## src/rtl/iotcc_pkg.sv

```systemverilog
// Constants for the 16-bit timer with compare and capture channels.
// Assumes a single clock domain and the plain register port of iotcc_top.
package iotcc_pkg;
    localparam int NCMP = 6;
    localparam int NCAP = 4;
    // Register offsets (word index on the plain port)
    localparam logic [4:0] A_TCTL   = 5'h00;
    localparam logic [4:0] A_TCNT   = 5'h01;
    localparam logic [4:0] A_OCTL   = 5'h02;
    localparam logic [4:0] A_CCTL   = 5'h03;
    localparam logic [4:0] A_ISTAT  = 5'h04;
    localparam logic [4:0] A_IMASK  = 5'h05;
    localparam logic [4:0] A_CMP0   = 5'h08;
    localparam logic [4:0] A_CAP0   = 5'h10;
    // Timer control fields
    localparam int TC_DIV_LSB  = 0;
    localparam int TC_RUN      = 2;
    localparam int TC_CLRMODE  = 3;
    localparam int TC_CLR      = 4;
    // Output control fields: [5:0] enable, [11:6] preset level, [14:12] pair
    localparam int OC_EN_LSB   = 0;
    localparam int OC_LVL_LSB  = 6;
    localparam int OC_PAIR_LSB = 12;
    localparam int OC_LOAD     = 15;
    // Status bits: [5:0] compare, [9:6] capture, 10 overflow, 11 compare-0 match
    localparam int ST_CAP_LSB  = 6;
    localparam int ST_OVF      = 10;
    localparam int ST_MT0      = 11;
    localparam int ST_W        = 12;
    // Prescaler divisions
    localparam logic [5:0] DIV4  = 6'h03;
    localparam logic [5:0] DIV16 = 6'h0f;
    localparam logic [5:0] DIV32 = 6'h1f;
    localparam logic [5:0] DIV64 = 6'h3f;
    localparam logic [15:0] RST16 = 16'h0000;
endpackage

```

## src/rtl/iotcc_top.sv

```systemverilog
// Free-running timer, six compare outputs and four capture inputs.
// Assumes a bus master that keeps to one-cycle strobes, never both at once.
`timescale 1ns/100ps
`default_nettype none

// Operation
// - 16-bit up counter clocked by prescaler dividing by 4, 16, 32 or 64.
// - Overflow raises interrupt; compare-0 match raises one when enabled.
// - Counter cleared on reset, software clear, or compare-0 match in clear mode.
// - Each compare channel sets its flag on match and toggles its own output latch unless paired.
// - Compare channels independent unless paired; each has own flag, and own pin when unpaired.
// - A channel pair may share one pin; a match of either alone toggles it, matches of both in one tick cancel.
// - Software presets each compare pin level before operation.
// - Capture copies counter on valid edge and raises interrupt.
// - Capture edge selectable per channel: rising, falling or both.
// - Capture request can start the autonomous transfer service.
module iotcc_top (
    // Clock and reset
    input  wire logic        i_clk,
    input  wire logic        i_resetn,
    // Register port
    input  wire logic [4:0]  i_addr,
    input  wire logic [15:0] i_wdata,
    input  wire logic        i_wr,
    input  wire logic        i_rd,
    output logic      [15:0] o_rdata,
    // Pins
    input  wire logic [3:0]  i_cap,
    output logic      [5:0]  o_cmp,
    // Requests
    output logic             o_irq,
    output logic      [3:0]  o_xfer_req
);
    typedef struct packed {
        logic [5:0]       pre;
        logic [15:0]      cnt;
        logic [4:0]       tctl;
        logic [15:0]      octl;
        logic [7:0]       cctl;
        logic [11:0]      stat;
        logic [11:0]      mask;
        logic [5:0][15:0] cmp;
        logic [3:0][15:0] cap;
        logic [5:0]       lat;
        logic [3:0]       s1;
        logic [3:0]       s2;
        logic [3:0]       s3;
        logic [3:0]       lvl;
        logic [3:0]       xfer;
        logic [15:0]      rdata;
    } iotcc_st_t;

    iotcc_st_t st_r;
    iotcc_st_t st_nxt;

    // Prescaler terminal count for the selected division
    function automatic logic [5:0] div_sel(input logic [1:0] s);
        unique case (s)
            2'd0: div_sel = iotcc_pkg::DIV4;
            2'd1: div_sel = iotcc_pkg::DIV16;
            2'd2: div_sel = iotcc_pkg::DIV32;
            2'd3: div_sel = iotcc_pkg::DIV64;
        endcase
    endfunction

    // Compare word equal to the running count
    function automatic logic hit(input logic [15:0] word, input logic [15:0] cnt);
        hit = (word == cnt);
    endfunction

    // Address falls on one of the compare registers
    function automatic logic cmp_slot(input logic [4:0] addr);
        logic [4:0] off;
        off = addr - iotcc_pkg::A_CMP0;
        cmp_slot = (addr >= iotcc_pkg::A_CMP0) && (off < 5'(iotcc_pkg::NCMP));
    endfunction

    // Address falls on one of the capture registers
    function automatic logic cap_slot(input logic [4:0] addr);
        logic [4:0] off;
        off = addr - iotcc_pkg::A_CAP0;
        cap_slot = (addr >= iotcc_pkg::A_CAP0) && (off < 5'(iotcc_pkg::NCAP));
    endfunction

    // A filtered level change qualifies as a capture edge
    function automatic logic edge_ok(input logic [1:0] mode, input logic lvl_new);
        unique case (mode)
            2'd0: edge_ok = 1'b0;
            2'd1: edge_ok = lvl_new;
            2'd2: edge_ok = ~lvl_new;
            2'd3: edge_ok = 1'b1;
        endcase
    endfunction

    // Read multiplexer; unmapped words read as zero
    function automatic logic [15:0] read_word(input iotcc_st_t s, input logic [4:0] addr);
        read_word = 16'h0000;
        unique case (addr)
            iotcc_pkg::A_TCTL: read_word = {11'h000, s.tctl};
            iotcc_pkg::A_TCNT: read_word = s.cnt;
            iotcc_pkg::A_OCTL: read_word = {1'b0, s.octl[14:12], 6'h00, s.lat};
            iotcc_pkg::A_CCTL: read_word = {8'h00, s.cctl};
            iotcc_pkg::A_ISTAT: read_word = {4'h0, s.stat};
            iotcc_pkg::A_IMASK: read_word = {4'h0, s.mask};
            default: begin
                if (cmp_slot(addr)) begin
                    read_word = s.cmp[3'(addr - iotcc_pkg::A_CMP0)];
                end else if (cap_slot(addr)) begin
                    read_word = s.cap[2'(addr - iotcc_pkg::A_CAP0)];
                end
            end
        endcase
    endfunction

    logic        run;
    logic        tick;
    logic [5:0]  match;
    logic [5:0]  tog;
    logic [3:0]  edg;
    logic [11:0] ev;

    always_comb begin
        st_nxt = st_r;
        // Prescaler rests at zero while stopped, so the first period after a start is whole;
        // a smaller division set mid-count ticks at once instead of waiting for a wrap
        run = st_r.tctl[iotcc_pkg::TC_RUN];
        tick = run && (st_r.pre >= div_sel(st_r.tctl[iotcc_pkg::TC_DIV_LSB +: 2]));
        if (!run || tick) begin
            st_nxt.pre = 6'h00;
        end else begin
            st_nxt.pre = st_r.pre + 6'h01;
        end
        for (int i = 0; i < iotcc_pkg::NCMP; i++) begin
            match[i] = tick && hit(st_r.cmp[i], st_r.cnt)
                && st_r.octl[iotcc_pkg::OC_EN_LSB + i];
        end
        tog = match;
        for (int p = 0; p < 3; p++) begin
            if (st_r.octl[iotcc_pkg::OC_PAIR_LSB + p]) begin
                tog[2*p]   = match[2*p] ^ match[2*p+1];
                tog[2*p+1] = 1'b0;
            end
        end
        st_nxt.lat = st_r.lat ^ tog;
        if (tick) begin
            if (st_r.tctl[iotcc_pkg::TC_CLRMODE] && hit(st_r.cmp[0], st_r.cnt)) begin
                st_nxt.cnt = iotcc_pkg::RST16;
            end else begin
                st_nxt.cnt = st_r.cnt + 16'h0001;
            end
        end
        if (st_r.tctl[iotcc_pkg::TC_CLR]) begin
            st_nxt.cnt = iotcc_pkg::RST16;
            st_nxt.pre = 6'h00;
            st_nxt.tctl[iotcc_pkg::TC_CLR] = 1'b0;
        end
        // Capture pin filter: change accepted when stages two and three agree
        st_nxt.s1 = i_cap;
        st_nxt.s2 = st_r.s1;
        st_nxt.s3 = st_r.s2;
        for (int c = 0; c < iotcc_pkg::NCAP; c++) begin
            edg[c] = 1'b0;
            if (st_r.s2[c] == st_r.s3[c] && st_r.s2[c] != st_r.lvl[c]) begin
                st_nxt.lvl[c] = st_r.s2[c];
                edg[c] = edge_ok(st_r.cctl[2*c +: 2], st_r.s2[c]);
            end
            if (edg[c]) begin
                st_nxt.cap[c] = st_r.cnt;
            end
        end
        st_nxt.xfer = edg & st_r.mask[iotcc_pkg::ST_CAP_LSB +: 4];
        ev = {tick && hit(st_r.cmp[0], st_r.cnt),
              tick && (st_r.cnt == 16'hffff), edg, match};
        // Register writes
        if (i_wr) begin
            unique case (i_addr)
                iotcc_pkg::A_TCTL: st_nxt.tctl = i_wdata[4:0];
                iotcc_pkg::A_TCNT: st_nxt.cnt = i_wdata;
                iotcc_pkg::A_OCTL: begin
                    st_nxt.octl = i_wdata;
                    st_nxt.octl[iotcc_pkg::OC_LOAD] = 1'b0;
                    if (i_wdata[iotcc_pkg::OC_LOAD]) begin
                        st_nxt.lat = i_wdata[iotcc_pkg::OC_LVL_LSB +: 6];
                    end
                end
                iotcc_pkg::A_CCTL: st_nxt.cctl = i_wdata[7:0];
                iotcc_pkg::A_IMASK: st_nxt.mask = i_wdata[11:0];
                default: begin
                    if (cmp_slot(i_addr)) begin
                        st_nxt.cmp[3'(i_addr - iotcc_pkg::A_CMP0)] = i_wdata;
                    end
                end
            endcase
        end
        // Reads; data stand for the one cycle after the strobe
        st_nxt.rdata = 16'h0000;
        if (i_rd) begin
            st_nxt.rdata = read_word(st_r, i_addr);
        end
        // Sticky flags; an event in the clearing read cycle survives
        if (i_rd && i_addr == iotcc_pkg::A_ISTAT) begin
            st_nxt.stat = ev;
        end else begin
            st_nxt.stat = st_r.stat | ev;
        end
        if (!i_resetn) begin
            st_nxt = '0;
            st_nxt.cnt = iotcc_pkg::RST16;
            st_nxt.s1 = 4'h0;
        end
    end

    always_ff @(posedge i_clk) begin
        st_r <= st_nxt;
    end

    assign o_rdata    = st_r.rdata;
    assign o_cmp      = st_r.lat;
    assign o_xfer_req = st_r.xfer;
    assign o_irq      = |(st_r.stat & st_r.mask);
endmodule

`default_nettype wire

```

## config.mk

```make
export PLATFORM = sky130hd
export DESIGN_NAME = iotcc_top
export DESIGN_NICKNAME = d
export VERILOG_FILES = /design/src/rtl/iotcc_pkg.sv /design/src/rtl/iotcc_top.sv
export SDC_FILE = /design/constraint.sdc
export NUM_CORES = 1
export LEC_CHECK = 0
export ABC_AREA = 1
export CAP_MARGIN = 20
export CORE_MARGIN = 2
export CORE_UTILIZATION = 45
export DETAILED_ROUTE_END_ITERATION = 10
export DONT_BUFFER_PORTS = 1
export PLACE_DENSITY = 0.65
export SLEW_MARGIN = 20
export SYNTH_ARGS = -nofsm -noshare
export SYNTH_HDL_FRONTEND = slang
export SYNTH_SLANG_ARGS = --single-unit
```

## constraint.sdc

```tcl
create_clock -name i_clk -period 5.6 [get_ports i_clk]
set_input_delay 0.84 -clock i_clk [delete_from_list [all_inputs] [get_ports i_clk]]
set_output_delay 0.84 -clock i_clk [all_outputs]
set_load 0.05 [all_outputs]
```

==> results of run 1 <==
-- metrics by stage --
| stage | instance area (um^2) | power [W] | cells | setup WS (ns) |
|---|---|---|---|---|
| after detailed placement | 13100 | 0.00217 | 2153 | 2.11 |
| after floorplan | 13300 | 0.00215 | 1907 | 3.36 |
| final | 14200 | 0.00435 | 2210 | 2.41 |
| after CTS | 14200 | 0.00436 | 2209 | 2.57 |
| after global routing | 14200 | 0.00445 | 2210 | 2.27 |
| after global placement | 13100 | 0.00217 | 2153 | 2.22 |
-- sequential cells by signal, indices dropped and copies added (netlist names) --
name and flops:
o_xfer_req 4, st_r 243, o_rdata 16, o_cmp 6
run 1
-- metal layers --
layer  up-vias  share of wire
li1       6103              -
met3       151           0.11
met1      6104           0.42
met5         -              0
met2       706           0.42
met4         0          0.049
-- final cells by class --
class,instances,area share
clock buffer,33,0.0566
clock inverter,23,0.0217
inverter,193,0.0510
multi-input combinational,1302,0.453
sequential,270,0.381
tap,384,0.0339
timing repair buffer,5,0.00265
-- where the power goes --
part | switching, W | internal (W)
combinational | 0.000123 | 0.0000490
sequential | 0.0000233 | 0.00194
clock | 0.000862 | 0.00136
-- cell usage after synthesis (11+ instances only) --
library cell,number,area (um^2)
dfxtp_1,270,5410
nand2_1,316,1190
clkbuf_1,75,282
a21oi_1,202,1010
inv_2,11,41.3
nand3_1,61,305
o21ai_0,301,1510
o21ai_1,13,65.1
nor3_1,19,95.1
xnor2_1,27,236
buf_2,31,155
inv_1,177,664
buf_4,33,248
xor2_1,15,131
o22ai_1,24,150
a22oi_1,15,113
o211ai_1,16,120
nand4_1,17,106
nor2_1,209,785
-- logic make-up after synthesis --
logic type / count (synthesis) / share of synthesized area
AOI/OAI and AO/OA: 609 / 0.248
xor gates and xnor gates: 42 / 0.0277
adders and majority gates: 6 / 0.00566
buffers and inverters: 335 / 0.108
DFF: 270 / 0.408
and+or+nand+nor: 645 / 0.203
-- critical path, stage by stage, from the launching register on --
cell	delay (ns)
dfxtp_1	0.77
clkinv_1	0.66
nor4_2	0.55
nand3_1	0.23
nor2_1	0.31
nand3_1	0.29
nand3_1	0.17
a21oi_1	0.07
-- final timing paths --
path | start | endpoint | slack, ns | cells after the start
max | st_r[257]$_SDFF_PN0_ | st_r[269]$_SDFF_PN0_ | 2.41 | 7
min reg2reg | st_r[35]$_SDFF_PN0_ | st_r[31]$_SDFF_PN0_ | 0.42 | 2
min | i_cap[1] | st_r[33]$_SDFF_PN0_ | 0.38 | 2
max reg2reg | st_r[257]$_SDFF_PN0_ | st_r[269]$_SDFF_PN0_ | 2.41 | 7
==> results.md, run 1 <==
Outcome:
- The run finished with clean final reports.

Drt:
- The remaining design rule violation count is 0.
- In the routed layout, each cell is associated on average with a via count of 5.91.
- The final route contains 13,100 vias.
- The number of antenna-violating nets in the routed design is 0.
- The first routing iteration left 1,955 violations.
- After detailed routing, the average wire length per cell comes to 23.2 um.
- After detailed routing, the total wire length is 51.2 mm.
- The first detailed-routing pass took 6 iterations.

Synthesis:
- The cell count after synthesis came out at 1,907.
- The distinct cell type count after synthesis is 41.
- The post-synth net total is 1,942.
- The average instance area after synthesis is 6.95 um^2.
- The leading register cell type out of synthesis is dfxtp_1.
- The number of synthesized register bits is 270.
- For this run, the number of Yosys warnings is 0.
- Counting flops with a built-in enable in the synthesized netlist gives 0.
- For this run, asynchronously set or reset flops after synthesis account for 0.
- The area of the mapped netlist is 0.0133 mm^2.
- The part of the Yosys area used for sequential elements is 0.408.

Floorplan:
- The full die area is 0.0309 mm^2.
- In this run the count of I/O pins placed on the die edge is 56.
- The total area inside the core boundary comes to 0.0289 mm^2.
- The floorplan row count is 62.
- The overall die height is 176 um.
- The overall die width is 176 um.
- The initial utilization of the core area, before any placement, comes to 0.459.

Timing:
- At the pin with the least slew margin, the transition time is 0.917 ns.
- Based on the critical path, the design can be clocked at up to 0.314 GHz.
- In this run the tightest slew margin relative to its limit is 0.388.
- The final count of negative-setup-slack endpoints is 0.
- The number of max-slew violations in the final report was 0.
- In the finished design, the share of the clock period the worst path needs comes to 0.569.
- The count of final hold-check violations is 0.
- The worst path in the final design needs a cycle of 3.19 ns, including I/O delays and setup.
- Setup repair after global routing left no endpoint under its margin.
- Final hold analysis gives a worst-case slack of 0.377 ns.
- For the final routed database, the setup TNS stands at 0 ns.
- Between clock sinks in the finished design, the worst skew comes to 0.00796 ns.

Clocking:
- The post-CTS clock slew at the launch and capture registers of the worst setup and hold paths is 0.06 ns.
- The maximum buffer depth of the clock tree is 3.
- The number of buffers inserted to repair setup after CTS is 0.
- The clock root buffer is clkbuf_16.
- At the later pin of the worst-skew pair, clock insertion delay measures 0.56 ns.
- The clock buffer count from CTS is 30.
- The total number of clock tree sinks is 270.
- CTS built an H-tree with a depth of 1.
- After clock tree synthesis, the repair step resized 0 gates.
- The quantity of hold-fixing buffers added after cts is 0.
- The clock tree from TritonCTS is yes.

Power and ir drop:
- The power per cell area is 307 mW/mm^2.
- The maximum vdd ir drop is 238 uV.
- The static leakage is 5.65 nW.

Finish:
- The layout overhead on the synthesized area is 7.04%.
- At the end of the flow the core is filled with cells to 0.492.
- The library cells used most frequently in the layout, excluding fill and tap cells, are nand2_1, o21ai_0, dfxtp_1.
- The storage element area is 0.00541 mm^2.
- The final layout net count is 1,837.
- The number of filler cells placed in the layout is 2,887.
- The multi-input combinational cells in the finished layout cover a total of 0.00643 mm^2.
- The proportion of layout cells with a drive suffix above 1 is 0.0515.
- 0 antenna diodes ended up in the layout.
- The leading cell type in the layout, fill and taps excluded is nand2_1.

Critical path:
- Along the worst path, the maximum fanout reaches 10.
- STA classifies the critical path startpoint as a flop.
- The kind of end point of the critical path is a flop.
- The class of the most critical setup path is flop to flop.
- The critical path required time is 6.02 ns.
- Data arrives at the worst endpoint at 3.61 ns.

GRT:
- The initial antenna violation count is 2.
- For this run, the total global-route usage over all layers was measured as 0.326.
- Entering global routing, the biggest net connects 225 pins.
- The met1 track demand over resource in global routing is 0.452.
- The final global-route overflow total is 0.
- The wire length of the first global-routing pass is 76.3 mm.
- The number of global-route vias before repair was 12,000.
- The layer flagged by global routing as most heavily used is met2.
- The met2 demand-to-capacity share in global routing is 0.493.
- The routing usage on met3 is 0.0682.

Hold path:
- The path class of the lowest-slack min-delay path is input pin to flop.

Placement:
- Input and output buffers added on the ports amount to 0.
- The congestion estimate from routability-driven global placement came to 1.02.
- After legalization and detailed placement, the total HPWL measured 35.5 mm.

Job:
- The number of max-capacitance violations reported is 0.
(Power assumes the default switching activity.)
==> inputs of run 2 (changes only) <==
- clock period: 5.6 -> 3.2 ns (I/O delays scaled with it)
==> results.md, run 2 (same netlist as run 1, synthesis figures left out) <==
Placement:
- In this run the tool buffered the top-level ports with 0 buffer cells.
- Routability-driven placement finished with a final weighted congestion of 1.04.
- The HPWL reported at the end of detailed placement is 36.1 mm.
- The placement-stage worst setup slack is 0.524 ns.

Power and ir drop:
- VDD sags by at most 369 uV.
- The static leakage is 5.75 nW.
- The power per cell area is 513 mW/mm^2.

Critical path:
- The startpoint type of the worst setup path is a flop.
- Along the worst path, the maximum fanout reaches 10.
- The arrival time of the worst setup path is 3.03 ns.
- In this run the critical register-to-register path is launched from st_r[255]$_SDFF_PN0_.
- The slowest stage of the critical path is the dfxtp_1 cell.
- The class of the most critical setup path is flop to flop.
- The largest stage delay on the critical path is 0.72 ns.
- The worst setup path startpoint is st_r[255]$_SDFF_PN0_.
- Walking the worst path, the cells encountered are inv_2 -> nand2_1 -> nand3_1 -> nor2_1 -> nand2_1 -> nor2_1 -> nand3_1 -> nand2_1 -> inv_1 -> nand3_1 -> a21oi_1.
- The critical path required time is 3.62 ns.
- STA classifies the critical path endpoint as a flop.

Finish:
- The number of antenna diodes in the final layout is 0.
- The proportion of layout cells with a drive suffix above 1 is 0.0611.
- The register with the most flip-flops in the layout has 243 of them.
- The top cell types in the final layout, fill and taps aside, are nand2_1, o21ai_0, dfxtp_1.
- The final layout net count is 1,865.
- Counting flops per register, the top entry is st_r.
- After filler insertion, the fill cell instance count of the layout stands at 2,892.
- The sequential cells in the finished layout cover a total of 0.00541 mm^2.
- Summing all multi-input logic gate instances after layout gives 0.00643 mm^2.
- The leading cell type in the layout, fill and taps excluded is nand2_1.
- The layout overhead on the synthesized area is 7.95%.

Floorplan:
- The full die area is 0.0309 mm^2.
- The initialized floorplan defines 62 standard-cell rows.
- In this run the count of I/O pins placed on the die edge is 56.
- For this configuration, the core starts out at a cell density of 0.459.
- The overall die width is 176 um.
- The overall die height is 176 um.
- The region available for standard cell placement spans 0.0289 mm^2.

Timing:
- Static timing analysis puts the maximum clock frequency at 0.383 GHz.
- The count of final hold-check violations was 0.
- The shortest period the worst path allows is 2.61 ns.
- Setup repair after global routing left no endpoint under its margin.
- Setup violations remaining at the end of the flow were counted as 0.
- In this run the tightest slew margin relative to its limit is 0.402.
- Between clock sinks in the finished design, the worst skew comes to 0.0116 ns.
- For the pin with the worst max-slew slack, the measured transition is 0.896 ns.
- The worst path meets setup with 0.590 ns of slack.
- The number of max-slew violations in the final report is 0.
- Setup total negative slack on the finished layout was measured at 0 ns.
- The portion of the clock cycle consumed by the worst path in the final layout is 0.816.

Clocking:
- After clock tree synthesis, the clock-pin slew on the worst setup and hold paths is 0.06 ns.
- For the worst-skew pair, the clock arrives at the later sink with an insertion delay of 0.57 ns.
- After clock tree synthesis, the repair step resized 0 gates.
- The quantity of hold-fixing buffers added after cts is 0.
- The count of H-tree levels built during CTS is 1.
- The clock buffer count from CTS is 29.
- Clock tree synthesis selected as its root buffer the cell clkbuf_16.
- In this run the post-CTS setup repair buffer count came out at 0.
- The maximum buffer depth of the clock tree is 3.
- The clock tree from TritonCTS is yes.
- CTS saw 270 sinks.

Job:
- Max-cap violations in this run came to 0.

GRT:
- In the global route stage, overall resource usage came out at 0.330.
- The initial antenna violation count is 1.
- The final global-route overflow total is 0.
- The first global-routing pass estimated 77.2 mm of wire.
- The largest net degree at the start of global routing is 225.
- The number of global-route vias before repair came to 12,300.

Drt:
- Across all layers, the routed design uses 13,300 vias.
- The via density per instance is 5.96.
- The first TritonRoute pass finished after 5 iterations.
- The routed design has 51.8 mm of wire.
- In this run the remaining antenna-violating nets after routing total 0.
- For this block, the initial DRC count from the detailed router was 2,023.
- After detailed routing, the average wire length per cell comes to 23.2 um.
- The remaining design rule violation count is 0.

Outcome:
- The run finished with clean final reports.

Hold path:
- The startpoint identified for the worst hold timing path is i_cap[0].
- In this run the worst hold path is classified as input pin to flop.
## run 2: cell count changes in the layout (fill, tap and decap cells not counted), sizes merged
cell / delta
clkinv: -8
inv: +1
buf: +29
clkinvlp: -3
bufinv: -3
clkbuf: +8
## run 2: through the flow
step | std cells | util | hold slack (ns) | area (um^2) | power (W)
2_1_floorplan | 1907 | - | 0.390 | 13300 | 0.00376
3_3_place_gp | 2183 | 0.461 | 0.393 | 13300 | 0.00381
3_5_place_dp | 2183 | 0.461 | 0.399 | 13300 | 0.00381
4_1_cts | 2234 | 0.496 | 0.00557 | 14300 | 0.00734
5_1_grt | 2234 | 0.496 | 0.0226 | 14300 | 0.00751
6_report | 2234 | 0.496 | 0.0141 | 14300 | 0.00734
## run 2: critical path: cells and delay by family, from the launching register on
kind,cells,cell delay [ns]
AO/OA/AOI/OAI,1,0.07
flip-flops,1,0.72
buffers and inverters,2,0.48
AND/OR/NAND/NOR,8,1.23
## run 2: power breakdown
part           switching, W  internal (W)  total [W]
sequential        0.0000354       0.00339    0.00343
clock               0.00145       0.00214    0.00359
combinational      0.000233     0.0000956   0.000329
total               0.00172       0.00563    0.00734
## run 2: path summary, 6_finish.rpt
path / end / slack (ns) / cells after the start
setup / recovery: st_r[268]$_SDFF_PN0_ / 0.59 / 11
hold reg to reg: st_r[29]$_SDFF_PN0_ / 0.41 / 2
setup reg to reg: st_r[268]$_SDFF_PN0_ / 0.59 / 11
hold / removal: st_r[32]$_SDFF_PN0_ / 0.01 / 2
## run 2: area by class of cell
type	instances	share of cell area
clock buffers	41	0.0588
clock inverters	10	0.0112
inverters	193	0.0506
multi-input cells	1302	0.449
flip-flops and latches	270	0.378
well taps	384	0.0336
repair buffers	34	0.0187
## run 2: metal layers
| layer | vias up | part of all wire | wire length, um | track usage |
|---|---|---|---|---|
| li1 | 6150 | - | - | - |
| met1 | 6227 | 0.41 | 21200 | 0.454 |
| met2 | 777 | 0.42 | 21900 | 0.497 |
| met3 | 160 | 0.12 | 5950 | 0.0734 |
| met4 | 2 | 0.052 | 2700 | 0.143 |
| met5 | - | 0.00027 | 14 | 0 |
